### src/hdl/aacr_consts.svh
// Offsets, field positions and reset values of the configuration bank
`ifndef AACR_CONSTS_SVH
`define AACR_CONSTS_SVH
// ****************************************
// Register indices and address width
// ****************************************
`define AACR_IDX_TAGS      8'h1C
`define AACR_IDX_CALKEY    8'h33
`define AACR_IDX_TLOAD     8'h90
`define AACR_IDX_TRESULT   8'h91
`define AACR_IDX_CLKAVG    8'hC0
`define AACR_ADDR_W        10
// ****************************************
// Field positions
// ****************************************
`define AACR_TAG_UPPER_HI  15
`define AACR_TAG_UPPER_LO  8
`define AACR_TAG_LOWER_HI  7
`define AACR_TAG_LOWER_LO  0
`define AACR_GAIN_UPPER    13
`define AACR_GAIN_LOWER    6
`define AACR_KEY_HI        5
`define AACR_KEY_LO        4
`define AACR_CAPTURE_BIT   14
`define AACR_TEMP_HI       9
`define AACR_LANE_CLK_BIT  12
`define AACR_AVG_HI        11
`define AACR_AVG_LO        10
`define AACR_AVGCLK_HI     9
`define AACR_AVGCLK_LO     7
`define AACR_SLEEP_HI      1
`define AACR_SLEEP_LO      0
// ****************************************
// Values
// ****************************************
`define AACR_KEY_OPEN      2'h3
`define AACR_RESET_VAL     16'h0000
`endif

### src/hdl/aacr_pkg.sv
// Types of the configuration bank
package aacr_pkg;
  typedef enum logic [1:0] {
    SLEEP_NONE,
    SLEEP_FIRST,
    SLEEP_SECOND,
    SLEEP_BOTH
  } aacr_sleep_type;
  typedef struct packed {
    logic [7:0]     tagLower;
    logic [7:0]     tagUpper;
    logic           gainCorrectionOnUpper;
    logic           gainCorrectionOnLower;
    logic           initAccessOpen;
    logic           laneClockSelectA;
    logic [1:0]     averagingSetupA;
    logic [2:0]     averagingOutputClockCfg;
    aacr_sleep_type channelSleepSelect;
  } aacr_cfg_type;
  typedef struct packed {
    logic [15:0] word;
    logic        valid;
  } aacr_conv_type;
endpackage

### src/hdl/aacr_tag_append.sv
// Appends a user tag byte to one channel's conversion word
`timescale 1ns/1ps
`default_nettype none
module aacr_tag_append #(
  parameter int DATA_W = 16,
  parameter int TAG_W  = 8
) (
  // Clock and reset
  input  wire logic                clock,
  input  wire logic                rstn,
  // Conversion in
  input  wire logic [DATA_W-1:0]   convWord,
  input  wire logic                convValid,
  input  wire logic [TAG_W-1:0]    tag,
  // Tagged out
  output logic [DATA_W+TAG_W-1:0]  taggedWord,
  output logic                     taggedValid
);
  always_ff @(posedge clock or negedge rstn) begin
    if (!rstn) begin
      taggedWord <= '0;
    end else if (convValid) begin
      taggedWord <= {convWord, tag};
    end
  end
  always_ff @(posedge clock or negedge rstn) begin
    if (!rstn) begin
      taggedValid <= 1'b0;
    end else begin
      taggedValid <= convValid;
    end
  end
endmodule
`default_nettype wire

### src/hdl/aacr_regs.sv
// Configuration register bank with APB slave, tagging and temperature capture
`timescale 1ns/1ps
`default_nettype none
`include "aacr_consts.svh"
module aacr_regs #(
  parameter int DATA_W = 16,
  parameter int TAG_W  = 8,
  parameter int TEMP_W = 10
) (
  // Clock and reset
  input  wire logic                     clock,
  input  wire logic                     rstn,
  // APB slave
  input  wire logic                     psel,
  input  wire logic                     penable,
  input  wire logic                     pwrite,
  input  wire logic [31:0]              paddr,
  input  wire logic [31:0]              pwdata,
  input  wire logic [3:0]               pstrb,
  output logic [31:0]                   prdata,
  output logic                          pready,
  output logic                          pslverr,
  // Converter words
  input  wire aacr_pkg::aacr_conv_type  convFirst,
  input  wire aacr_pkg::aacr_conv_type  convSecond,
  output logic [DATA_W+TAG_W-1:0]       taggedFirst,
  output logic                          taggedFirstValid,
  output logic [DATA_W+TAG_W-1:0]       taggedSecond,
  output logic                          taggedSecondValid,
  // Temperature sensor
  input  wire logic [TEMP_W-1:0]        thermalLive,
  // Configuration out
  output aacr_pkg::aacr_cfg_type        cfg,
  output logic                          gainCorrectionActive,
  output logic                          firstPoweredDown,
  output logic                          secondPoweredDown
);
  // ****************************************
  // Bus decode
  // ****************************************
  logic [15:0] tags_q;
  logic [15:0] calKey_q;
  logic [15:0] tLoad_q;
  logic [15:0] tResult_q;
  logic [15:0] clkAvg_q;
  logic [7:0]  index;
  logic        aligned;
  logic        hitTags;
  logic        hitCalKey;
  logic        hitTLoad;
  logic        hitTResult;
  logic        hitClkAvg;
  logic        hitAny;
  logic        wrEn;
  logic [15:0] wMask;
  logic        captureBit;
  logic        capture_q;
  logic        startLoad;

  // Index times four is the byte address; upper address bits must be zero
  assign index      = paddr[9:2];
  assign aligned    = (paddr[1:0] == 2'h0) && (paddr[31:`AACR_ADDR_W] == '0);
  assign hitTags    = aligned && (index == `AACR_IDX_TAGS);
  assign hitCalKey  = aligned && (index == `AACR_IDX_CALKEY);
  assign hitTLoad   = aligned && (index == `AACR_IDX_TLOAD);
  assign hitTResult = aligned && (index == `AACR_IDX_TRESULT);
  assign hitClkAvg  = aligned && (index == `AACR_IDX_CLKAVG);
  assign hitAny     = hitTags || hitCalKey || hitTLoad || hitTResult || hitClkAvg;
  // Zero wait states
  assign pready     = 1'b1;
  assign pslverr    = psel && penable && !hitAny;
  assign wrEn       = psel && penable && pwrite && hitAny;
  assign wMask      = {{8{pstrb[1]}}, {8{pstrb[0]}}};

  function automatic logic [15:0] merge(input logic [15:0] old, input logic [31:0] wd,
                                        input logic [15:0] msk);
    merge = (old & ~msk) | (wd[15:0] & msk);
  endfunction

  // ****************************************
  // Storage
  // ****************************************
  // Reserved bits are stored as written; software keeps them zero
  always_ff @(posedge clock or negedge rstn) begin
    if (!rstn) begin
      tags_q <= `AACR_RESET_VAL;
    end else if (wrEn && hitTags) begin
      tags_q <= merge(tags_q, pwdata, wMask);
    end
  end
  always_ff @(posedge clock or negedge rstn) begin
    if (!rstn) begin
      calKey_q <= `AACR_RESET_VAL;
    end else if (wrEn && hitCalKey) begin
      calKey_q <= merge(calKey_q, pwdata, wMask);
    end
  end
  always_ff @(posedge clock or negedge rstn) begin
    if (!rstn) begin
      tLoad_q <= `AACR_RESET_VAL;
    end else if (wrEn && hitTLoad) begin
      tLoad_q <= merge(tLoad_q, pwdata, wMask);
    end
  end
  always_ff @(posedge clock or negedge rstn) begin
    if (!rstn) begin
      clkAvg_q <= `AACR_RESET_VAL;
    end else if (wrEn && hitClkAvg) begin
      clkAvg_q <= merge(clkAvg_q, pwdata, wMask);
    end
  end

  // ****************************************
  // Temperature capture
  // ****************************************
  assign captureBit = tLoad_q[`AACR_CAPTURE_BIT];
  // Edge of the stored bit, so a rewrite of 1 over 1 does nothing
  assign startLoad  = captureBit && !capture_q;
  always_ff @(posedge clock or negedge rstn) begin
    if (!rstn) begin
      capture_q <= 1'b0;
    end else begin
      capture_q <= captureBit;
    end
  end
  // Capture beats a software write in the same cycle
  always_ff @(posedge clock or negedge rstn) begin
    if (!rstn) begin
      tResult_q <= `AACR_RESET_VAL;
    end else if (startLoad) begin
      tResult_q <= {{(16-TEMP_W){1'b0}}, thermalLive};
    end else if (wrEn && hitTResult) begin
      tResult_q <= merge(tResult_q, pwdata, wMask) &
                   {{(16-TEMP_W){1'b0}}, {TEMP_W{1'b1}}};
    end
  end

  // ****************************************
  // Read path
  // ****************************************
  always_ff @(posedge clock or negedge rstn) begin
    if (!rstn) begin
      prdata <= 32'h0000_0000;
    end else if (psel && !penable && !pwrite) begin
      prdata <= 32'h0000_0000;
      if (hitTags) begin
        prdata[15:0] <= tags_q;
      end
      if (hitCalKey) begin
        prdata[15:0] <= calKey_q;
      end
      if (hitTLoad) begin
        prdata[15:0] <= tLoad_q;
      end
      if (hitTResult) begin
        prdata[15:0] <= tResult_q;
      end
      if (hitClkAvg) begin
        prdata[15:0] <= clkAvg_q;
      end
    end
  end

  // ****************************************
  // Configuration decode
  // ****************************************
  always_comb begin
    cfg.tagUpper              = tags_q[`AACR_TAG_UPPER_HI:`AACR_TAG_UPPER_LO];
    cfg.tagLower              = tags_q[`AACR_TAG_LOWER_HI:`AACR_TAG_LOWER_LO];
    cfg.gainCorrectionOnUpper = calKey_q[`AACR_GAIN_UPPER];
    cfg.gainCorrectionOnLower = calKey_q[`AACR_GAIN_LOWER];
    // Only the full key opens access; other codes stay normal
    cfg.initAccessOpen        = calKey_q[`AACR_KEY_HI:`AACR_KEY_LO] == `AACR_KEY_OPEN;
    cfg.laneClockSelectA      = clkAvg_q[`AACR_LANE_CLK_BIT];
    cfg.averagingSetupA       = clkAvg_q[`AACR_AVG_HI:`AACR_AVG_LO];
    cfg.averagingOutputClockCfg = clkAvg_q[`AACR_AVGCLK_HI:`AACR_AVGCLK_LO];
    cfg.channelSleepSelect    =
      aacr_pkg::aacr_sleep_type'(clkAvg_q[`AACR_SLEEP_HI:`AACR_SLEEP_LO]);
  end
  assign gainCorrectionActive = cfg.gainCorrectionOnUpper || cfg.gainCorrectionOnLower;

  always_comb begin
    case (cfg.channelSleepSelect)
      aacr_pkg::SLEEP_NONE: begin
        firstPoweredDown  = 1'b0;
        secondPoweredDown = 1'b0;
      end
      aacr_pkg::SLEEP_FIRST: begin
        firstPoweredDown  = 1'b1;
        secondPoweredDown = 1'b0;
      end
      aacr_pkg::SLEEP_SECOND: begin
        firstPoweredDown  = 1'b0;
        secondPoweredDown = 1'b1;
      end
      default: begin
        firstPoweredDown  = 1'b1;
        secondPoweredDown = 1'b1;
      end
    endcase
  end

  // ****************************************
  // Tag appending
  // ****************************************
  aacr_tag_append #(.DATA_W(DATA_W), .TAG_W(TAG_W)) tagFirst (
    .clock       (clock),
    .rstn        (rstn),
    .convWord    (convFirst.word),
    .convValid   (convFirst.valid),
    .tag         (cfg.tagLower),
    .taggedWord  (taggedFirst),
    .taggedValid (taggedFirstValid)
  );
  aacr_tag_append #(.DATA_W(DATA_W), .TAG_W(TAG_W)) tagSecond (
    .clock       (clock),
    .rstn        (rstn),
    .convWord    (convSecond.word),
    .convValid   (convSecond.valid),
    .tag         (cfg.tagUpper),
    .taggedWord  (taggedSecond),
    .taggedValid (taggedSecondValid)
  );
endmodule
`default_nettype wire

### config.mk
export PLATFORM = sky130hd
export DESIGN_NAME = aacr_regs
export DESIGN_NICKNAME = d
export VERILOG_FILES = /design/src/hdl/aacr_pkg.sv /design/src/hdl/aacr_tag_append.sv /design/src/hdl/aacr_regs.sv
export VERILOG_INCLUDE_DIRS = /design/src /design/src/hdl
export SDC_FILE = /design/constraint.sdc
export NUM_CORES = 1
export LEC_CHECK = 0
export BUFFER_PORTS_ARGS = -buffer_cell sky130_fd_sc_hd__buf_2
export CAP_MARGIN = 10
export CORE_ASPECT_RATIO = 1.25
export CORE_MARGIN = 2
export CORE_UTILIZATION = 55
export DETAILED_ROUTE_END_ITERATION = 10
export GPL_ROUTABILITY_DRIVEN = 0
export PLACE_DENSITY = 0.9
export SETUP_SLACK_MARGIN = 0.15
export SYNTH_ARGS = -nofsm -noshare
export SYNTH_HDL_FRONTEND = slang
export SYNTH_SLANG_ARGS = --single-unit
### constraint.sdc
create_clock -name clock -period 8.2 [get_ports clock]
set_input_delay 2.05 -clock clock [delete_from_list [all_inputs] [get_ports clock]]
set_output_delay 2.05 -clock clock [all_outputs]
set_load 0.01 [all_outputs]
==> results by group <==
Critical path
  – Worst path max stage delay: approximately 750 ps
  – Crit path to: pslverr
  – Worst EP arrival: 4400 ps
  – Bufs and invs on worst path: 2
  – WP depth: 6
  – CP Max Fanout: 38
  – Crit-path most repeated cell: buf_2
  – Worst r2r path cells: 3
  – Crit path max-delay cell type: and2_1
  – Critical path class: input pin to output port
  – Worst path top cell family by delay: simple AND/OR/NAND/NOR gates
  – Worst EP required: 6150 ps
  – Register-to-register path setup slack: 6690 ps
  – Crit-path cells: buf_2 > and2_1 > nand3_1 > a221oi_1 > nor2_1 > buf_2
  – Startpoint types: input pin
  – Critical Path Source: paddr[2]
  – Crit end category: output port

Clock tree
  – H-tree depth: 4
  – Clock Path Buffers: 2
  – Root Buffer: clkbuf_16
  – Clk slew on worst S/H paths: 60 ps
  – Post-CTS Setup Inserts: 0
  – Clk sinks: 141
  – Clk_lat worst skew: 410 ps
  – CTS tree: done
  – Count of cells resized by post-cts repair: 0
  – CTS Buf Count: 17
  – Cts hold-fix bufs: 0

Yosys
  – EDFF count, synth: 0
  – Yosys cell types: 40
  – Yosys reg bits: 141
  – Async set-reset flop share out of synthesis: 100.0%
  – Mapped Area: between 6000 and 7000 sq um
  – Most common flop cell mapped by yosys: dfrtp_1
  – Register area share after synthesis: 52.18%
  – Synth warnings: 0
  – Synthesized area per cell: 11.88 sq um
  – Gate Count Post-Synth: 569

Pwr
  – Peak supply drop: 0.1472 mV
  – Pwr per Cell Area: slightly below 200 nW/um^2
  – Overall power: about 1.6 mW
  – LEAKAGE: 4.094 nW

Global routing
  – Largest net degree at the start of global routing: 76
  – All-layer global routing usage: 26.78%
  – First-pass GRT wire length: around 27,000 um
  – Busiest layer in global routing: met2
  – GRT overflow: 0
  – Initial antenna violation count: 0
  – GR Layer Usage met2: between 40% and 50%
  – GRT met3 Usage: under 10%
  – Routing usage on met1: 33.16%
  – Vias in the first global route: 5,395

STA
  – Clk_skew: 8.805 ps
  – Worst slew margin: 24.14%
  – Final hold violation count: 0
  – Max-slew violation count: 0
  – Fin crit period: 6449 ps
  – Final worst-path cycle share: between 70% and 80%
  – Tightest Pin Transition: 1138 ps
  – Setup violators final: 0
  – RSZ-0062 raised after global routing: no
  – Final WS setup: 1751 ps
  – TNS Setup: 0 ps
  – Worst Hold Slack: about 430 ps
  – Peak Freq: 155.1 MHz

Cells and area
  – Number of fill cells: 895
  – Layout Cells excl Fill: 911
  – Layout cell share with drive strength beyond 1: 48.06%
  – Nets: roughly 850
  – Finished layout cell area: slightly above 8000 sq um
  – Area growth from synthesis to layout: 22.09%
  – Final core occ: 68.52%
  – Ant diodes: 0

Placed design
  – Placed cell areas: 7671 sq um
  – Number of instances in the placed design: 880
  – DP Worst Slack: around 1800 ps
  – Dpl hpwl: about 12,000 um
  – PortBufs: 195

Routing
  – First drt pass iteration count: 5
  – Via density: approximately 5.8
  – Final wirelength: 16,850 um
  – Number of vias in the routed layout: 5,313
  – Number of remaining DRC errors: 0
  – DRT antenna net count: 0
  – Initial DRC Count: about 440
  – WL per Instance: between 15 and 20 um

Run
  – Max-cap violations: 0

Status
  – Status: completed

Floorplan
  – Die Ht: 128.0 um
  – Ports: 231
  – # rows: 45
  – DIE WIDTH: just over 100 um
  – Die area: 13,200 sq um
  – Initial Util: 56.12%
  – Core area: 12,050 sq um

Worst hold path
  – Hold Crit Class: flop to flop
[layer usage]
| metal | vias up | share of wire [%] |
|---|---|---|
| met2 | 290 | 52 |
| met4 | 0 | 2.7 |
| met3 | 32 | 7.6 |
| li1 | 2374 | - |
| met5 | - | 0 |
| met1 | 2617 | 38 |
[worst min path at each step]
stage | to | cells past startpoint | slack (ps)
final | capture_q$_DFF_PN0_ | 0 | 430
after floorplan | capture_q$_DFF_PN0_ | 0 | 380
after CTS | capture_q$_DFF_PN0_ | 0 | 420
after global placement | capture_q$_DFF_PN0_ | 0 | 400
after global routing | capture_q$_DFF_PN0_ | 0 | 440
after detailed placement | capture_q$_DFF_PN0_ | 0 | 410
[report_power, final]
part	switching [mW]	total, mW	internal, mW
Clock	0.281	0.739	0.458
Combinational	0.0911	0.158	0.0668
Sequential	0.0159	0.743	0.727
Total	0.388	1.64	1.25
[cells in the final DEF (no fill, tap or decap), drive strengths merged, types with 17 or more instances in the layout]
master  count
conb       17
nor2b      17
o21ai      34
clkbuf     19
and4       18
buf       201
mux2      112
nor2       28
a31oi      25
nand2      39
dfrtp     141
[kinds of logic (layout without fill, tap and decap cells)]
logic type,Yosys count,count (layout),synth area share (%)
other cells,2,17,0.1111
flops,141,141,52.18
buf+inv,68,231,5.570
simple gates,149,149,13.60
compound gates,97,97,9.881
mux,112,112,18.65
[cell type report]
type | instances | area, sq um | area share [%]
multi-input combinational | 375 | 2918 | 35.34
clock inverter | 11 | 120.1 | 1.455
sequential | 141 | 3528 | 42.74
timing repair buffer | 201 | 1031 | 12.49
clock buffer | 19 | 452.9 | 5.487
tap | 164 | 205.2 | 2.486
[synthesized netlist by cell type, drive strengths merged (2+ instances only)]
cell,number,share of area [%]
conb,2,0.11
nand3,3,0.22
o21ai,34,2.5
or2,4,0.37
a221o,16,2.4
nor2b,17,1.6
o31ai,9,1.0
nor2,28,1.6
nand2,39,2.2
and4,18,2.3
nand4,12,1.1
nor4,8,1.2
buf,35,3.7
dfrtp,141,52
nand2b,2,0.19
and2,3,0.28
clkbuf,33,1.9
mux2,112,19
nor3,6,1.2
a22o,10,1.3
a31oi,25,2.3
nor3b,4,0.78
Power figures use the tool's default switching activity.
